`src/hdl/opll_ctrl_pkg.sv`:
```
package opll_ctrl_pkg;

   // Register indices; the port carries the printed address directly
   localparam logic [11:0] ADDR_SYNC_CAL = 12'h0405;
   localparam logic [11:0] ADDR_RSVD = 12'h0406;
   localparam logic [11:0] ADDR_RATIO = 12'h0407;
   localparam logic [11:0] ADDR_POWER = 12'h0408;
   localparam logic [11:0] ADDR_UPDATE = 12'h0005;
   localparam logic [11:0] ADDR_SYNC_SRC = 12'h0500;

   // Field positions
   localparam int LOCK_OVR_BIT = 3;
   localparam int CAL_RESET_BIT = 1;
   localparam int MAN_CAL_BIT = 0;
   localparam int STARTUP_BIT = 4;
   localparam int BOTH_PD_BIT = 2;
   localparam int SECOND_PD_BIT = 1;
   localparam int FIRST_PD_BIT = 0;
   localparam int SYNC_SRC_BIT = 2;

   // Reset values
   localparam logic [7:0] SYNC_CAL_RST = 8'h20;
   localparam logic [7:0] RATIO_RST = 8'h44;
   localparam logic [7:0] POWER_RST = 8'h02;
   localparam logic [7:0] SYNC_SRC_RST = 8'h02;
   localparam logic [7:0] UPDATE_CODE = 8'h01;
   localparam logic [7:0] RSVD_READ = 8'h00;

   // Ratio encodings
   localparam logic [3:0] RATIO_RESET_CODE = 4'hF;
   localparam logic [3:0] RATIO_MAX_CODE = 4'h9;
   localparam logic [3:0] RATIO_MIN_DIV = 4'h3;

   // Bus request carrier
   typedef struct packed {
      logic [11:0] addr;
      logic [7:0] wdata;
      logic wr;
      logic rd;
   } bus_req_s;

   // Active prescaler state for one divider
   typedef struct packed {
      logic run;
      logic in_reset;
      logic [3:0] ratio;
   } presc_s;

   typedef enum logic [1:0] {
      CAL_IDLE = 2'b00,
      CAL_BUSY = 2'b01,
      CAL_WAIT = 2'b11
   } cal_state_e;

endpackage

```
`src/hdl/output_pll_divider_control.sv`:
```
`timescale 1ns/1ns
`default_nettype none
// Contract
// - Sync held until calibrated and locked, unless override
// - Calibration starts only on rising control bit
// - Calibration bit never self-clears
// - Ratio codes 0/1 div3, up to 9 div11
// - Code 1111 holds prescaler in reset
// - Start-up mode 0 holds prescalers until feedback seen
// - Start-up mode 1 skips that hold
// - Combined powerdown bit stops both prescalers
// - Second prescaler powerdown, default powered down
// - First prescaler powerdown, default enabled
// - Direct-source armed sync pulses on update
module output_pll_divider_control
#(
   parameter int CAL_CYCLES = 16
)
(
   input wire logic clk,
   input wire logic rst_n,
   input wire opll_ctrl_pkg::bus_req_s bus,
   output logic [7:0] rdata,
   input wire logic pll_locked,
   input wire logic feedback_detected,
   output logic cal_start,
   output logic cal_reset,
   output logic cal_busy,
   output logic sync_armed,
   output logic sync_pulse,
   output logic first_run,
   output logic [3:0] first_ratio,
   output logic second_run,
   output logic [3:0] second_ratio
);
   import opll_ctrl_pkg::*;

   logic [7:0] sh_sync_cal;
   logic [7:0] sh_ratio;
   logic [7:0] sh_power;
   logic [7:0] sh_sync_src;
   logic [7:0] act_sync_cal;
   logic [7:0] act_ratio;
   logic [7:0] act_power;
   logic update;
   logic man_cal_q;
   logic cal_rst_q;
   logic calibrated;
   logic fb_seen;
   logic [7:0] cnt;
   cal_state_e cal_state;
   cal_state_e next_cal_state;
   logic next_armed;
   presc_s p1;
   presc_s p2;

   // Ratio code to division factor; 0 and 1 both mean divide-by-3
   function automatic logic [3:0] ratio_to_div(input logic [3:0] code);
      if (code <= 4'h1)
      begin
         ratio_to_div = RATIO_MIN_DIV;
      end
      else if (code <= RATIO_MAX_CODE)
      begin
         ratio_to_div = code + 4'h2;
      end
      else
      begin
         ratio_to_div = 4'h0;
      end
   endfunction

   ////////////////////////////////////////////////////////////////////////
   // Register port
   // Update strobe; any other value is ignored
   assign update = bus.wr && (bus.addr == ADDR_UPDATE) && (bus.wdata == UPDATE_CODE);

   // Shadow writes; only the sync source byte reaches active logic without an update
   always_ff @(posedge clk)
   begin
      if (!rst_n)
      begin
         sh_sync_cal <= SYNC_CAL_RST;
         sh_ratio <= RATIO_RST;
         sh_power <= POWER_RST;
         sh_sync_src <= SYNC_SRC_RST;
      end
      else if (bus.wr)
      begin
         if (bus.addr == ADDR_SYNC_CAL)
         begin
            sh_sync_cal <= bus.wdata;
         end
         else if (bus.addr == ADDR_RATIO)
         begin
            sh_ratio <= bus.wdata;
         end
         else if (bus.addr == ADDR_POWER)
         begin
            sh_power <= bus.wdata;
         end
         else if (bus.addr == ADDR_SYNC_SRC)
         begin
            sh_sync_src <= bus.wdata;
         end
      end
   end

   // Shadow to active on update only
   always_ff @(posedge clk)
   begin
      if (!rst_n)
      begin
         act_sync_cal <= SYNC_CAL_RST;
         act_ratio <= RATIO_RST;
         act_power <= POWER_RST;
      end
      else if (update)
      begin
         act_sync_cal <= sh_sync_cal;
         act_ratio <= sh_ratio;
         act_power <= sh_power;
      end
   end

   // Read data one cycle later; unmapped addresses return the status byte
   always_ff @(posedge clk)
   begin
      if (!rst_n)
      begin
         rdata <= 8'h00;
      end
      else if (bus.rd)
      begin
         if (bus.addr == ADDR_SYNC_CAL)
         begin
            rdata <= sh_sync_cal;
         end
         else if (bus.addr == ADDR_RSVD)
         begin
            rdata <= RSVD_READ;
         end
         else if (bus.addr == ADDR_RATIO)
         begin
            rdata <= sh_ratio;
         end
         else if (bus.addr == ADDR_POWER)
         begin
            rdata <= {sh_power[7:5], ~p1.run, ~p2.run, sh_power[2:0]};
         end
         else if (bus.addr == ADDR_SYNC_SRC)
         begin
            rdata <= sh_sync_src;
         end
         else
         begin
            rdata <= {4'h0, fb_seen, calibrated, sync_armed, cal_busy};
         end
      end
      else
      begin
         rdata <= 8'h00;
      end
   end

   ////////////////////////////////////////////////////////////////////////
   // Calibration
   // Edge detect on the active copy, so a held 1 never restarts it
   always_ff @(posedge clk)
   begin
      if (!rst_n)
      begin
         man_cal_q <= 1'b0;
         cal_rst_q <= 1'b0;
         cal_start <= 1'b0;
         cal_reset <= 1'b0;
      end
      else
      begin
         man_cal_q <= act_sync_cal[MAN_CAL_BIT];
         cal_rst_q <= act_sync_cal[CAL_RESET_BIT];
         cal_start <= act_sync_cal[MAN_CAL_BIT] && !man_cal_q;
         cal_reset <= act_sync_cal[CAL_RESET_BIT] && !cal_rst_q;
      end
   end

   // Calibration sequencer: busy for CAL_CYCLES, then calibrated
   always_comb
   begin
      next_cal_state = cal_state;
      case (cal_state)
         CAL_IDLE:
         begin
            if (cal_start)
            begin
               next_cal_state = CAL_BUSY;
            end
         end
         CAL_BUSY:
         begin
            if (cnt == 8'(CAL_CYCLES - 1))
            begin
               next_cal_state = CAL_WAIT;
            end
         end
         default:
         begin
            next_cal_state = CAL_IDLE;
         end
      endcase
      if (cal_reset)
      begin
         next_cal_state = CAL_IDLE;
      end
   end

   always_ff @(posedge clk)
   begin
      if (!rst_n)
      begin
         cal_state <= CAL_IDLE;
         cnt <= 8'h00;
         cal_busy <= 1'b0;
         calibrated <= 1'b0;
      end
      else
      begin
         cal_state <= next_cal_state;
         cnt <= (next_cal_state == CAL_BUSY && cal_state == CAL_BUSY) ? cnt + 8'h01 : 8'h00;
         cal_busy <= (next_cal_state == CAL_BUSY);
         if (cal_reset || next_cal_state == CAL_BUSY)
         begin
            calibrated <= 1'b0;
         end
         else if (cal_state == CAL_WAIT)
         begin
            calibrated <= 1'b1;
         end
      end
   end

   ////////////////////////////////////////////////////////////////////////
   // Distribution sync
   // Lock gating unless overridden
   assign next_armed = act_sync_cal[LOCK_OVR_BIT] || (calibrated && pll_locked);

   always_ff @(posedge clk)
   begin
      if (!rst_n)
      begin
         sync_armed <= 1'b0;
         sync_pulse <= 1'b0;
      end
      else
      begin
         sync_armed <= next_armed;
         // Pulse uses the armed state before this update lands
         sync_pulse <= update && next_armed && !sh_sync_src[SYNC_SRC_BIT];
      end
   end

   ////////////////////////////////////////////////////////////////////////
   // Prescalers
   // Feedback detection latch; cleared again by a combined powerdown
   always_ff @(posedge clk)
   begin
      if (!rst_n)
      begin
         fb_seen <= 1'b0;
      end
      else if (feedback_detected)
      begin
         fb_seen <= 1'b1;
      end
      else if (act_power[BOTH_PD_BIT])
      begin
         fb_seen <= 1'b0;
      end
   end

   // Run enables combine powerdowns, start-up hold and reset code
   always_ff @(posedge clk)
   begin
      if (!rst_n)
      begin
         p1 <= '0;
         p2 <= '0;
      end
      else
      begin
         p1.in_reset <= act_ratio[3:0] == RATIO_RESET_CODE;
         p2.in_reset <= act_ratio[7:4] == RATIO_RESET_CODE;
         p1.ratio <= ratio_to_div(act_ratio[3:0]);
         p2.ratio <= ratio_to_div(act_ratio[7:4]);
         p1.run <= !act_power[BOTH_PD_BIT] && !act_power[FIRST_PD_BIT]
            && (fb_seen || act_power[STARTUP_BIT])
            && act_ratio[3:0] != RATIO_RESET_CODE;
         p2.run <= !act_power[BOTH_PD_BIT] && !act_power[SECOND_PD_BIT]
            && (fb_seen || act_power[STARTUP_BIT])
            && act_ratio[7:4] != RATIO_RESET_CODE;
      end
   end

   // Outputs straight from flops
   assign first_run = p1.run;
   assign first_ratio = p1.ratio;
   assign second_run = p2.run;
   assign second_ratio = p2.ratio;

   ////////////////////////////////////////////////////////////////////////
   // Checks
   property p_update_applies;
      @(posedge clk) disable iff (!rst_n)
      (bus.wr && bus.addr == ADDR_UPDATE && bus.wdata == UPDATE_CODE) |=> act_ratio == $past(sh_ratio);
   endproperty
   a_update_applies: assert property (p_update_applies) else $error("update did not apply shadow");

   property p_no_update_hold;
      @(posedge clk) disable iff (!rst_n)
      !update |=> $stable(act_power);
   endproperty
   a_no_update_hold: assert property (p_no_update_hold) else $error("active changed without update");

   property p_cal_edge;
      @(posedge clk) disable iff (!rst_n)
      cal_start |-> $past(act_sync_cal[MAN_CAL_BIT]) && !$past(man_cal_q);
   endproperty
   a_cal_edge: assert property (p_cal_edge) else $error("calibration without rising edge");

   property p_cal_no_self_clear;
      @(posedge clk) disable iff (!rst_n)
      !(bus.wr && bus.addr == ADDR_SYNC_CAL) |=> $stable(sh_sync_cal);
   endproperty
   a_cal_no_self_clear: assert property (p_cal_no_self_clear) else $error("control byte changed unwritten");

   property p_sync_gate;
      @(posedge clk) disable iff (!rst_n)
      sync_armed |-> $past(act_sync_cal[LOCK_OVR_BIT]) || $past(calibrated && pll_locked);
   endproperty
   a_sync_gate: assert property (p_sync_gate) else $error("sync armed before lock");

   property p_both_pd;
      @(posedge clk) disable iff (!rst_n)
      act_power[BOTH_PD_BIT] |=> !first_run && !second_run;
   endproperty
   a_both_pd: assert property (p_both_pd) else $error("combined powerdown ignored");

   property p_startup_hold;
      @(posedge clk) disable iff (!rst_n)
      (!act_power[STARTUP_BIT] && !fb_seen) |=> !first_run && !second_run;
   endproperty
   a_startup_hold: assert property (p_startup_hold) else $error("prescaler ran before feedback");

   property p_reset_code;
      @(posedge clk) disable iff (!rst_n)
      (act_ratio[3:0] == RATIO_RESET_CODE) |=> p1.in_reset && !first_run;
   endproperty
   a_reset_code: assert property (p_reset_code) else $error("reset code not honoured");

   property p_ratio_map;
      @(posedge clk) disable iff (!rst_n)
      (act_ratio[7:4] <= 4'h1) |=> second_ratio == 4'h3;
   endproperty
   a_ratio_map: assert property (p_ratio_map) else $error("ratio code 0 or 1 not divide-by-3");

endmodule
`default_nettype wire

```
`config.mk`:
```
export PLATFORM = sky130hd
export DESIGN_NAME = output_pll_divider_control
export DESIGN_NICKNAME = d
export VERILOG_FILES = /design/src/hdl/opll_ctrl_pkg.sv /design/src/hdl/output_pll_divider_control.sv
export SDC_FILE = /design/constraint.sdc
export NUM_CORES = 1
export LEC_CHECK = 0
export ABC_AREA = 0
export BUFFER_PORTS_ARGS = -buffer_cell sky130_fd_sc_hd__buf_4
export CORE_MARGIN = 5
export CORE_UTILIZATION = 50
export DETAILED_ROUTE_END_ITERATION = 7
export HOLD_SLACK_MARGIN = 0.15
export PLACE_DENSITY = 0.74
export SYNTH_ARGS = -nofsm -noshare
export SYNTH_HDL_FRONTEND = slang
export SYNTH_SLANG_ARGS = --single-unit
export TNS_END_PERCENT = 50
```
`constraint.sdc`:
```
create_clock -name clk -period 1.4 [get_ports clk]
set_clock_uncertainty 0.1 [all_clocks]
set_input_delay 0 -clock clk [delete_from_list [all_inputs] [get_ports clk]]
set_output_delay 0 -clock clk [all_outputs]
set_load 0.005 [all_outputs]
```
==> results.json, run 1 <==
{
  "drt-wirelength-per-cell_um": 17.6,
  "synth_sequential_area_ratio_pct": 48.3,
  "worst-setup-path-type": "reg -> reg",
  "wire_length_of_the_first_global_routing_pass_mm": 14.8,
  "syn_avg_cell_area_um2": 9.54,
  "hold_path_depth": 2,
  "floorplan.io_pins": 49,
  "end_kind": "flip-flop",
  "holdWs_ns": -0.236,
  "reg2reg_to": "calibrated$_SDFFE_PP0N_",
  "max_clock_freq_mhz": 727,
  "vias_per_cell": 5.82,
  "worst_skew_pair.late_latency_ns": 0.36,
  "status": "finished with violations",
  "internal-power_mw": 3.42,
  "standard_cell_row_count": 30,
  "synth_top_area_share_pct": 48.3,
  "grt_overflow_total": 0,
  "floorplan.die_area_um2": 8650,
  "worstMarginPinSlew_ns": 0.425,
  "power.share.combinational_pct": 7.2,
  "dp.final_hpwl_mm": 6.21,
  "cap_viol_max_count": 0,
  "share_of_total_power_in_the_clock_network_pct": 39.9,
  "vdd_drop_max_mv": 0.671,
  "timing.final.crit_period_ns": 1.38,
  "seq_power_share_pct": 52.9,
  "synth.ff_latch_count": 83,
  "dieWidth_um": 93.0,
  "drv_slew": 0,
  "met2RoutedLength_mm": 4.71,
  "filler_cell_count": 500,
  "worst_hold_path_type": "in -> reg",
  "synth.net_count": 390,
  "ys_top_cells_by_count": "sky130_fd_sc_hd__dfxtp_1, sky130_fd_sc_hd__nor2_1, sky130_fd_sc_hd__mux2i_1",
  "number_of_buffers_inserted_during_clock_tree_synthesis": 9,
  "grt_util_all_layers_pct": 21.9,
  "total_switching_power_mw": 1.08,
  "drive_above_1_share_pct": 28.5,
  "fin_util_pct": 70.4,
  "drt-pass1-iter-count": 4,
  "reg2regPathDepth": 5,
  "clock-root-buffer": "sky130_fd_sc_hd__clkbuf_8",
  "worst_path_maximum_fanout": 3,
  "place_congestion": 0.956,
  "grt_setup_unrepaired": "yes",
  "routed_vias": 3145,
  "ys_warn_count": 0,
  "synthToLayoutAreaGrowth_pct": 38.2,
  "worst_ep_arrival_time_ns": 1.58,
  "post_route_drc_violation_count": 0,
  "synth_top_area_cell": "sky130_fd_sc_hd__dfxtp_1",
  "power.density_nw_per_um2": 944,
  "post_synth_inst_count": 361,
  "synthArstFlopShare_pct": 0,
  "initial_core_util_pct": 51.0,
  "finalHoldViolations": 9,
  "first_global_vias": 3059,
  "timing.rr.start": "cnt[1]$_SDFF_PN0_",
  "placement.io_buffers": 48,
  "core_um2": 6760,
  "dp.cells": 494,
  "timing.max_slew.rel_slack_pct": 71.6,
  "num_antenna_cells": 0,
  "most_area_consuming_cells_after_synthesis": "sky130_fd_sc_hd__dfxtp_1, sky130_fd_sc_hd__mux2i_1, sky130_fd_sc_hd__nor2_1",
  "synth_flop_cell": "sky130_fd_sc_hd__dfxtp_1",
  "count_of_distinct_cell_types_in_the_synthesized_netlist": 50,
  "drt_iter0_drc": 264,
  "topRoutingLayerUsed": "met4",
  "cts_tree": "built",
  "power.static_leakage_nw": 2.06,
  "worst_hold_startpoint": "rst_n",
  "hold_end": "sh_sync_src[1]$_SDFFE_PN1P_",
  "yosys.cell_count.top_type": "sky130_fd_sc_hd__dfxtp_1",
  "grt_start_max_net_pins": 44,
  "power_switching_share_pct": 23.9,
  "post_synthesis_cell_area_um2": 3440,
  "clk_pin_slew_ns": 0.09,
  "grt_antenna_before_repair": 0,
  "post_layout_instance_count_excluding_filler_cells": 540,
  "final.period_utilization_pct": 98.2,
  "synth_enable_flop_cells": 0,
  "die_height_um": 93.0,
  "max-clock-path-buffers": 2,
  "violations": "hold timing",
  "cp_data_required_time_ns": 1.61,
  "start_kind": "flip-flop",
  "detail_route.wirelength_mm": 9.48,
  "detailroute.wirelength.met3_um": 598,
  "ff_to_ff_setup_slack_ns": 0.02,
  "ant_nets": 0,
  "cts.sinks": 83,
  "htree_levels": 3,
  "number_of_nets_in_the_final_layout": 484,
  "endpoints_failing_setup": 0,
  "met1_length_mm": 3.93
}
cell families after synthesis:
kind of cell               Yosys count  synth area share, %
and+or+nand+nor                    139                 22.3
DFF                                 83                 48.3
AOI/OAI and AO/OA                   70                 12.8
muxes                               35                 10.2
buffers and inverters               23                 3.31
xor gates and xnor gates             8                 2.03
adders and majority gates            3                 1.09
power by group through the flow:
stage / clock network [mW] / logic [mW] / registers (mW)
2_1_floorplan: 0 / 0.0934 / 2.43
3_3_place_gp: 0 / 0.233 / 2.43
3_5_place_dp: 0 / 0.233 / 2.43
4_1_cts: 1.83 / 0.275 / 2.38
5_1_grt: 1.94 / 0.340 / 2.38
6_report: 1.79 / 0.322 / 2.38
worst max-delay path by stage:
stage,from,to
2_1_floorplan,bus[11],sh_sync_src[1]$_SDFFE_PN1P_
3_3_place_gp,bus[17],rdata[1]$_SDFF_PN0_
3_5_place_dp,bus[17],rdata[1]$_SDFF_PN0_
4_1_cts,cnt[0]$_SDFF_PN0_,calibrated$_SDFFE_PP0N_
5_1_grt,cnt[1]$_SDFF_PN0_,cal_busy$_SDFF_PN0_
6_report,cnt[1]$_SDFF_PN0_,calibrated$_SDFFE_PP0N_
placed cells by master, fill, tap and decap left out, types with 4 or more instances in the layout:
| master | instances |
|---|---|
| sky130_fd_sc_hd__clkbuf_8 | 10 |
| sky130_fd_sc_hd__nor2b_1 | 4 |
| sky130_fd_sc_hd__xnor2_1 | 6 |
| sky130_fd_sc_hd__nor2_1 | 47 |
| sky130_fd_sc_hd__a21oi_1 | 16 |
| sky130_fd_sc_hd__o21ai_0 | 10 |
| sky130_fd_sc_hd__mux2i_1 | 35 |
| sky130_fd_sc_hd__dfxtp_2 | 5 |
| sky130_fd_sc_hd__buf_6 | 5 |
| sky130_fd_sc_hd__buf_12 | 5 |
| sky130_fd_sc_hd__nand3_1 | 20 |
| sky130_fd_sc_hd__inv_1 | 4 |
| sky130_fd_sc_hd__nor3_1 | 6 |
| sky130_fd_sc_hd__a21oi_2 | 6 |
| sky130_fd_sc_hd__a2bb2oi_1 | 4 |
| sky130_fd_sc_hd__a22oi_1 | 6 |
| sky130_fd_sc_hd__o21ai_1 | 9 |
| sky130_fd_sc_hd__buf_4 | 65 |
| sky130_fd_sc_hd__nand2_1 | 18 |
| sky130_fd_sc_hd__dlygate4sd3_1 | 23 |
| sky130_fd_sc_hd__nand3_2 | 4 |
| sky130_fd_sc_hd__dfxtp_1 | 78 |
final cells by class:
cell class	instances	area [µm²]	share of cell area (%)
clock buffer	10	138	2.89
clock inverter	6	71.3	1.50
inverter	4	15.0	0.316
multi-input combinational	255	1830	38.4
sequential	83	1670	35.1
tap	80	100	2.10
timing repair buffer	102	937	19.7
per-stage QoR:
| step | instance area (µm²) | setup slack (ns) | total power, mW | setup TNS, ns | hold WS, ns |
|---|---|---|---|---|---|
| floorplan | 3440 | 0.00391 | 2.52 | 0 | 0.0174 |
| global placement | 4050 | -0.0570 | 2.67 | -0.171 | 0.110 |
| detailed placement | 4050 | -0.147 | 2.67 | -2.00 | 0.117 |
| CTS | 4490 | 0.00182 | 4.48 | 0 | -0.246 |
| global route | 4760 | -0.0564 | 4.65 | -0.328 | -0.237 |
| finish | 4760 | 0.0248 | 4.49 | 0 | -0.236 |
worst max-delay path: stages (launching register included):
cell                       delay, ns
sky130_fd_sc_hd__dfxtp_2        0.37
sky130_fd_sc_hd__ha_4           0.14
sky130_fd_sc_hd__and3_4         0.17
sky130_fd_sc_hd__nand4b_1       0.22
sky130_fd_sc_hd__nor2_2         0.21
sky130_fd_sc_hd__o31a_1         0.12
routing by layer:
layer / up-vias / GRT usage, %
li1: 1495 / -
met3: 20 / 5.79
met4: 0 / 9.28
met5: - / 0
met2: 123 / 36.3
met1: 1507 / 27.0
registers in the layout, indices dropped and copies added, names as in the netlist, 2 cells and up:
| register | flops |
|---|---|
| act_power | 4 |
| sh_ratio | 8 |
| rdata | 8 |
| act_ratio | 8 |
| first_ratio | 4 |
| act_sync_cal | 3 |
| sh_sync_cal | 8 |
| second_ratio | 4 |
| sh_power | 7 |
| cnt | 8 |
| cal_state | 2 |
| sh_sync_src | 8 |
timing repair:
item                       CTS  global route
hold buffers                22             5
pin swaps                    0            17
cloned                       0             1
buffers inserted             0             3
gates resized for setup      2            50
setup endpoints to repair    8            29
hold endpoints to repair    64            33
(Power assumes the default switching activity.)
==> run 2, diff against run 1 <==
--- a/config.mk
+++ b/config.mk
@@ -5,13 +5,13 @@
 export SDC_FILE = /design/constraint.sdc
 export NUM_CORES = 1
 export LEC_CHECK = 0
-export ABC_AREA = 0
+export ABC_AREA = 1
 export BUFFER_PORTS_ARGS = -buffer_cell sky130_fd_sc_hd__buf_4
 export CORE_MARGIN = 5
 export CORE_UTILIZATION = 50
 export DETAILED_ROUTE_END_ITERATION = 7
 export HOLD_SLACK_MARGIN = 0.15
-export PLACE_DENSITY = 0.74
+export PLACE_DENSITY = 0.79
 export SYNTH_ARGS = -nofsm -noshare
 export SYNTH_HDL_FRONTEND = slang
 export SYNTH_SLANG_ARGS = --single-unit
==> results.json, run 2 <==
{
  "final.period_utilization_pct": 107,
  "worst-setup-path-type": "reg -> reg",
  "place_congestion": 0.903,
  "cap_viol_max_count": 0,
  "floorplan.die_area_um2": 8880,
  "crit_slowest_cell": "sky130_fd_sc_hd__dfxtp_2",
  "post_layout_instance_count_excluding_filler_cells": 678,
  "die_height_um": 94.3,
  "timing.max_slew.rel_slack_pct": 74.1,
  "number_of_buffers_inserted_during_clock_tree_synthesis": 9,
  "worstMarginPinSlew_ns": 0.386,
  "power.density_nw_per_um2": 922,
  "drt_iter0_drc": 357,
  "yosys.cell_count.top_type": "sky130_fd_sc_hd__nand2_1",
  "grt_antenna_before_repair": 0,
  "drt-wirelength-per-cell_um": 15.3,
  "max-clock-path-buffers": 2,
  "placement.io_buffers": 48,
  "end_kind": "flip-flop",
  "timing.rr.start": "cnt[0]$_SDFF_PN0_",
  "highest_count_cells_in_the_layout_ignoring_fill_and_taps": "sky130_fd_sc_hd__nand2_1, sky130_fd_sc_hd__dfxtp_1, sky130_fd_sc_hd__buf_4, sky130_fd_sc_hd__nor2_1, sky130_fd_sc_hd__inv_1",
  "endpoints_failing_setup": 9,
  "hold_path_depth": 4,
  "max_clock_freq_mhz": 668,
  "number_of_nets_in_the_final_layout": 606,
  "synth.net_count": 499,
  "num_antenna_cells": 0,
  "vdd_drop_max_mv": 0.816,
  "post_synth_xor_area_fraction_pct": 0.987,
  "cts.sinks": 83,
  "post_synth_inst_count": 470,
  "synthToLayoutAreaGrowth_pct": 38.0,
  "reg2regPathDepth": 9,
  "ys_warn_count": 0,
  "grt_util_all_layers_pct": 23.1,
  "fin_util_pct": 71.3,
  "worst_hold_path_type": "in -> reg",
  "slowest_delay_ns": 0.35,
  "worst_skew_pair.late_latency_ns": 0.37,
  "worst_hold_startpoint": "bus[11]",
  "clk_pin_slew_ns": 0.09,
  "detail_route.wirelength_mm": 10.4,
  "ff_to_ff_setup_slack_ns": -0.1,
  "floorplan.io_pins": 49,
  "dp.final_hpwl_mm": 6.54,
  "grt_overflow_total": 0,
  "grt_start_max_net_pins": 45,
  "count_of_distinct_cell_types_in_the_synthesized_netlist": 37,
  "hold_end": "sync_pulse$_SDFF_PN0_",
  "vias_per_cell": 5.27,
  "path_cells": "ha_4 -> nand2_2 -> inv_2 -> buf_4 -> buf_4 -> buf_4 -> nand4_1 -> xor2_1 -> nor2_1",
  "cp_data_required_time_ns": 1.57,
  "drt-pass1-iter-count": 5,
  "grt_setup_unrepaired": "yes",
  "clock-root-buffer": "sky130_fd_sc_hd__clkbuf_8",
  "power.static_leakage_nw": 2.27,
  "synthArstFlopShare_pct": 0,
  "synth-compound-area-share_pct": 11.1,
  "initial_core_util_pct": 51.7,
  "violations": "setup timing",
  "critical_path.most_common_cell": "sky130_fd_sc_hd__buf_4",
  "post_route_drc_violation_count": 0,
  "synth_top_area_share_pct": 46.8,
  "reg2reg_to": "cnt[6]$_SDFF_PN0_",
  "finalHoldViolations": 0,
  "holdWs_ns": 0.0854,
  "standard_cell_row_count": 30,
  "dieWidth_um": 94.3,
  "synth_adder_area_share_pct": 1.06,
  "routed_vias": 3571,
  "most_area_consuming_cells_after_synthesis": "sky130_fd_sc_hd__dfxtp_1, sky130_fd_sc_hd__nand2_1, sky130_fd_sc_hd__nor2_1",
  "status": "finished with violations",
  "htree_levels": 3,
  "start_kind": "flip-flop",
  "cts_tree": "built",
  "synth_top_area_cell": "sky130_fd_sc_hd__dfxtp_1",
  "post_synth_mux_area_share_pct": 0,
  "worst_ep_arrival_time_ns": 1.67,
  "ant_nets": 0,
  "worst_path_maximum_fanout": 2,
  "synth.ff_latch_count": 83,
  "synth_enable_flop_cells": 0,
  "setup_ws_ns": -0.0962,
  "synth_sequential_area_ratio_pct": 46.8,
  "simple_gate_area_share_of_the_yosys_netlist_pct": 31.8,
  "drive_above_1_share_pct": 27.3,
  "first_global_vias": 3415,
  "wire_length_of_the_first_global_routing_pass_mm": 15.9,
  "drv_slew": 0,
  "ys_top_cells_by_count": "sky130_fd_sc_hd__nand2_1, sky130_fd_sc_hd__dfxtp_1, sky130_fd_sc_hd__nor2_1",
  "syn_avg_cell_area_um2": 7.55,
  "core_um2": 6870,
  "post_synthesis_cell_area_um2": 3550,
  "timing.final.crit_period_ns": 1.50,
  "synth_flop_cell": "sky130_fd_sc_hd__dfxtp_1",
  "dominant_combinational_cell_family_by_area_after_synthesis": "simple AND/OR/NAND/NOR gates",
  "dp.cells": 625,
  "layout_commonest_cell": "sky130_fd_sc_hd__nand2_1",
  "startpoint": "cnt[0]$_SDFF_PN0_"
}
-- run 2: changes by cell type after synthesis, moves of 10 or more --
cell,before,now
sky130_fd_sc_hd__a21oi_1,22,42
sky130_fd_sc_hd__mux2i_1,35,0
sky130_fd_sc_hd__nand2_1,18,90
sky130_fd_sc_hd__nand3_1,25,35
sky130_fd_sc_hd__inv_1,4,46
sky130_fd_sc_hd__nor2_1,48,67
-- run 2: power breakdown --
| part | leakage [nW] | switching (mW) | internal (mW) | total [mW] |
|---|---|---|---|---|
| Sequential | 0.672 | 0.00656 | 2.37 | 2.38 |
| Clock | 0.102 | 0.953 | 0.855 | 1.81 |
| Combinational | 1.50 | 0.168 | 0.165 | 0.333 |
| Total | 2.27 | 1.13 | 3.39 | 4.52 |
-- run 2: routing by layer --
layer  global-route usage, %  up-vias  part of all wire [%]
li1                        -     1725                     -
met1                    28.5     1669                    40
met2                    39.0      155                    50
met3                    6.57       22                   8.2
met4                    6.74        0                   1.7
met5                       0        -                     0
-- run 2: per-stage QoR --
stage	TNS (ns)	power [mW]	area [µm²]	setup WS, ns
floorplan	0	2.53	3560	0.00324
global placement	-0.0336	2.67	4150	-0.0164
detailed placement	-0.900	2.67	4150	-0.0820
CTS	-0.117	4.49	4700	-0.0160
global route	-1.40	4.70	4900	-0.158
finish	-0.618	4.52	4900	-0.0962
-- run 2: timing repair --
action | 4_1_cts | 5_1_grt
pin swaps | 6 | 11
gates resized for setup | 13 | 30
gates cloned | 0 | 2
hold buffers | 23 | 5
setup buffers | 7 | 3
endpoints found under the hold margin | 75 | 20
setup endpoints to repair | 9 | 41
-- run 2: worst max path at each step --
stage / end / depth (start not counted) / slack (ns)
2_1_floorplan: cnt[3]$_SDFF_PN0_ / 9 / 0.003
3_3_place_gp: sh_sync_src[0]$_SDFFE_PN0P_ / 9 / -0.02
3_5_place_dp: cnt[0]$_SDFF_PN0_ / 9 / -0.08
4_1_cts: cnt[3]$_SDFF_PN0_ / 9 / -0.02
5_1_grt: cnt[1]$_SDFF_PN0_ / 9 / -0.16
6_report: cnt[6]$_SDFF_PN0_ / 9 / -0.1
-- run 2: layout make-up --
class,instances,area [µm²]
Fill cell,517,1970
Clock buffer,9,124
Inverter,54,205
Timing Repair Buffer,108,991
Multi-Input combinational cell,321,1710
Tap cell,96,120
Sequential cell,83,1670
Clock inverter,7,83.8
-- run 2: cell families after synthesis --
| group | count (synthesis) |
|---|---|
| and+or+nand+nor | 237 |
| DFF | 83 |
| AOI/OAI and AO/OA | 77 |
| buffers and inverters | 66 |
| xor gates and xnor gates | 4 |
| adders and majority gates | 3 |
-- run 2: critical path: cells and delay by family (launching register included) --
kind          cells  cell delay (ns)
fa+ha+maj         1             0.16
flops             1             0.35
simple gates      3             0.19
buf+inv           4             0.44
xor+xnor          1             0.16
==> run 3, diff against run 2 <==
==> constraint.sdc (replaced) <==
create_clock -name clk -period 1.4 [get_ports clk]
set_clock_uncertainty 0.1 [all_clocks]
set_input_delay 0.14 -clock clk [delete_from_list [all_inputs] [get_ports clk]]
set_output_delay 0.14 -clock clk [all_outputs]
set_load 0.005 [all_outputs]
==> results.json, run 3 (synthesis gave the netlist of run 2 again) <==
{
  "finalHoldViolations": 0,
  "worst_skew_pair.late_latency_ns": 0.36,
  "seqCellArea_um2": 1670,
  "gr-usage-met3_pct": 6.25,
  "standard_cell_row_count": 30,
  "synthToLayoutAreaGrowth_pct": 33.6,
  "grt_start_max_net_pins": 46,
  "filler_cell_count": 571,
  "placement.io_buffers": 48,
  "drt-wirelength-per-cell_um": 13.9,
  "drive_above_1_share_pct": 27.3,
  "cts.sinks": 83,
  "worst-setup-path-type": "in -> reg",
  "end_kind": "flip-flop",
  "grt_util_all_layers_pct": 22.4,
  "worst_ep_arrival_time_ns": 1.64,
  "post_route_drc_violation_count": 0,
  "power.static_leakage_nw": 2.14,
  "cts_tree": "built",
  "worstMarginPinSlew_ns": 0.534,
  "power.density_nw_per_um2": 935,
  "floorplan.io_pins": 49,
  "worst_hold_path_type": "in -> reg",
  "num_antenna_cells": 0,
  "vdd_drop_max_mv": 0.654,
  "highest_count_cells_in_the_layout_ignoring_fill_and_taps": "sky130_fd_sc_hd__nand2_1, sky130_fd_sc_hd__buf_4, sky130_fd_sc_hd__dfxtp_1, sky130_fd_sc_hd__nor2_1, sky130_fd_sc_hd__inv_1",
  "global_route.usage.met2_pct": 36.9,
  "timing.final.crit_period_ns": 1.44,
  "drv_slew": 0,
  "ff_to_ff_setup_slack_ns": -0.02,
  "number_of_buffers_inserted_during_clock_tree_synthesis": 9,
  "drt-pass1-iter-count": 4,
  "setup_ws_ns": -0.0430,
  "vias_per_cell": 5.10,
  "grt_setup_unrepaired": "yes",
  "cp_data_required_time_ns": 1.59,
  "wire_length_of_the_first_global_routing_pass_mm": 15.5,
  "layout_commonest_cell": "sky130_fd_sc_hd__nand2_1",
  "core_um2": 6870,
  "dieWidth_um": 94.3,
  "place_congestion": 0.914,
  "clk_pin_slew_ns": 0.09,
  "final.period_utilization_pct": 103,
  "first_global_vias": 3387,
  "max-clock-path-buffers": 2,
  "fin_util_pct": 69.0,
  "status": "finished with violations",
  "ant_nets": 0,
  "start_kind": "input pin",
  "initial_core_util_pct": 51.7,
  "max_clock_freq_mhz": 693,
  "cap_viol_max_count": 0,
  "grt_antenna_before_repair": 0,
  "clock-root-buffer": "sky130_fd_sc_hd__clkbuf_8",
  "floorplan.die_area_um2": 8880,
  "drt_iter0_drc": 231,
  "global_route.usage.met1_pct": 27.6,
  "htree_levels": 3,
  "detail_route.wirelength_mm": 9.41,
  "grt_overflow_total": 0,
  "dp_worst_setup_slack_ns": -0.170,
  "routed_vias": 3465,
  "violations": "setup timing",
  "footprint_of_the_multi_input_gates_um2": 1650,
  "busiest_layer": "met2",
  "dp.final_hpwl_mm": 6.61,
  "worst_path_maximum_fanout": 36,
  "die_height_um": 94.3,
  "number_of_nets_in_the_final_layout": 607,
  "endpoints_failing_setup": 10,
  "timing.max_slew.rel_slack_pct": 64.3
}
run 3: cell types whose count changed in the layout (fill, tap and decap cells not counted), moves of 3 or more:
cell and change:
sky130_fd_sc_hd__buf_4 +15, sky130_fd_sc_hd__buf_6 -4, sky130_fd_sc_hd__dlygate4sd3_1 +3, sky130_fd_sc_hd__dlymetal6s4s_1 -10, sky130_fd_sc_hd__nand2_1 +3
run 3: metal layers:
layer  up-vias  share of wire [%]
li1       1722                  -
met1      1606                 42
met2       112                 49
met3        25                6.0
met4         0                2.6
met5         -                  0
run 3: final cells by class:
type | count | area share (%)
sequential | 83 | 35.2
multi-input combinational | 321 | 34.9
timing repair buffer | 109 | 18.8
inverter | 54 | 4.33
clock buffer | 9 | 2.61
tap | 96 | 2.53
clock inverter | 7 | 1.64
run 3: critical path, cell delays in order:
cell and delay, ns:
sky130_fd_sc_hd__buf_4 0.10, sky130_fd_sc_hd__buf_12 0.18, sky130_fd_sc_hd__dlygate4sd3_1 0.91, sky130_fd_sc_hd__o21ai_0 0.16, sky130_fd_sc_hd__a21oi_1 0.13
run 3: metrics by stage:
stage | power (mW) | TNS (ns) | std cells | area [µm²] | hold slack, ns
final | 4.43 | -0.154 | 679 | 4740 | 0.0993
after global routing | 4.60 | -0.691 | 679 | 4740 | 0.0964
after CTS | 4.45 | -0.139 | 676 | 4680 | 0.0880
after detailed placement | 2.70 | -3.24 | 640 | 4270 | 0.255
after global placement | 2.70 | -1.99 | 640 | 4270 | 0.251
after floorplan | 2.53 | 0 | 470 | 3560 | 0.153
run 3: final timing paths:
kind	from	end	depth (start not counted)
worst min register to register	cal_rst_q$_SDFF_PN0_	cal_reset$_SDFF_PN0_	1
worst max register to register	cnt[1]$_SDFF_PN0_	cnt[0]$_SDFF_PN0_	9
worst min-delay path	rst_n	cal_state[0]$_SDFF_PN0_	4
worst max-delay path	rst_n	act_ratio[3]$_SDFFE_PN0N_	5
run 3: timing repair:
action	in CTS	in global routing
hold buffers	19	1
endpoints found under the hold margin	62	12
setup buffers	1	2
gates resized for setup	5	9
pin swaps	4	3
endpoints found under the setup margin	10	13
run 3: power breakdown:
part | internal (mW) | total [mW] | switching (mW)
logic | 0.160 | 0.318 | 0.158
clock network | 0.835 | 1.74 | 0.902
registers | 2.37 | 2.38 | 0.00702
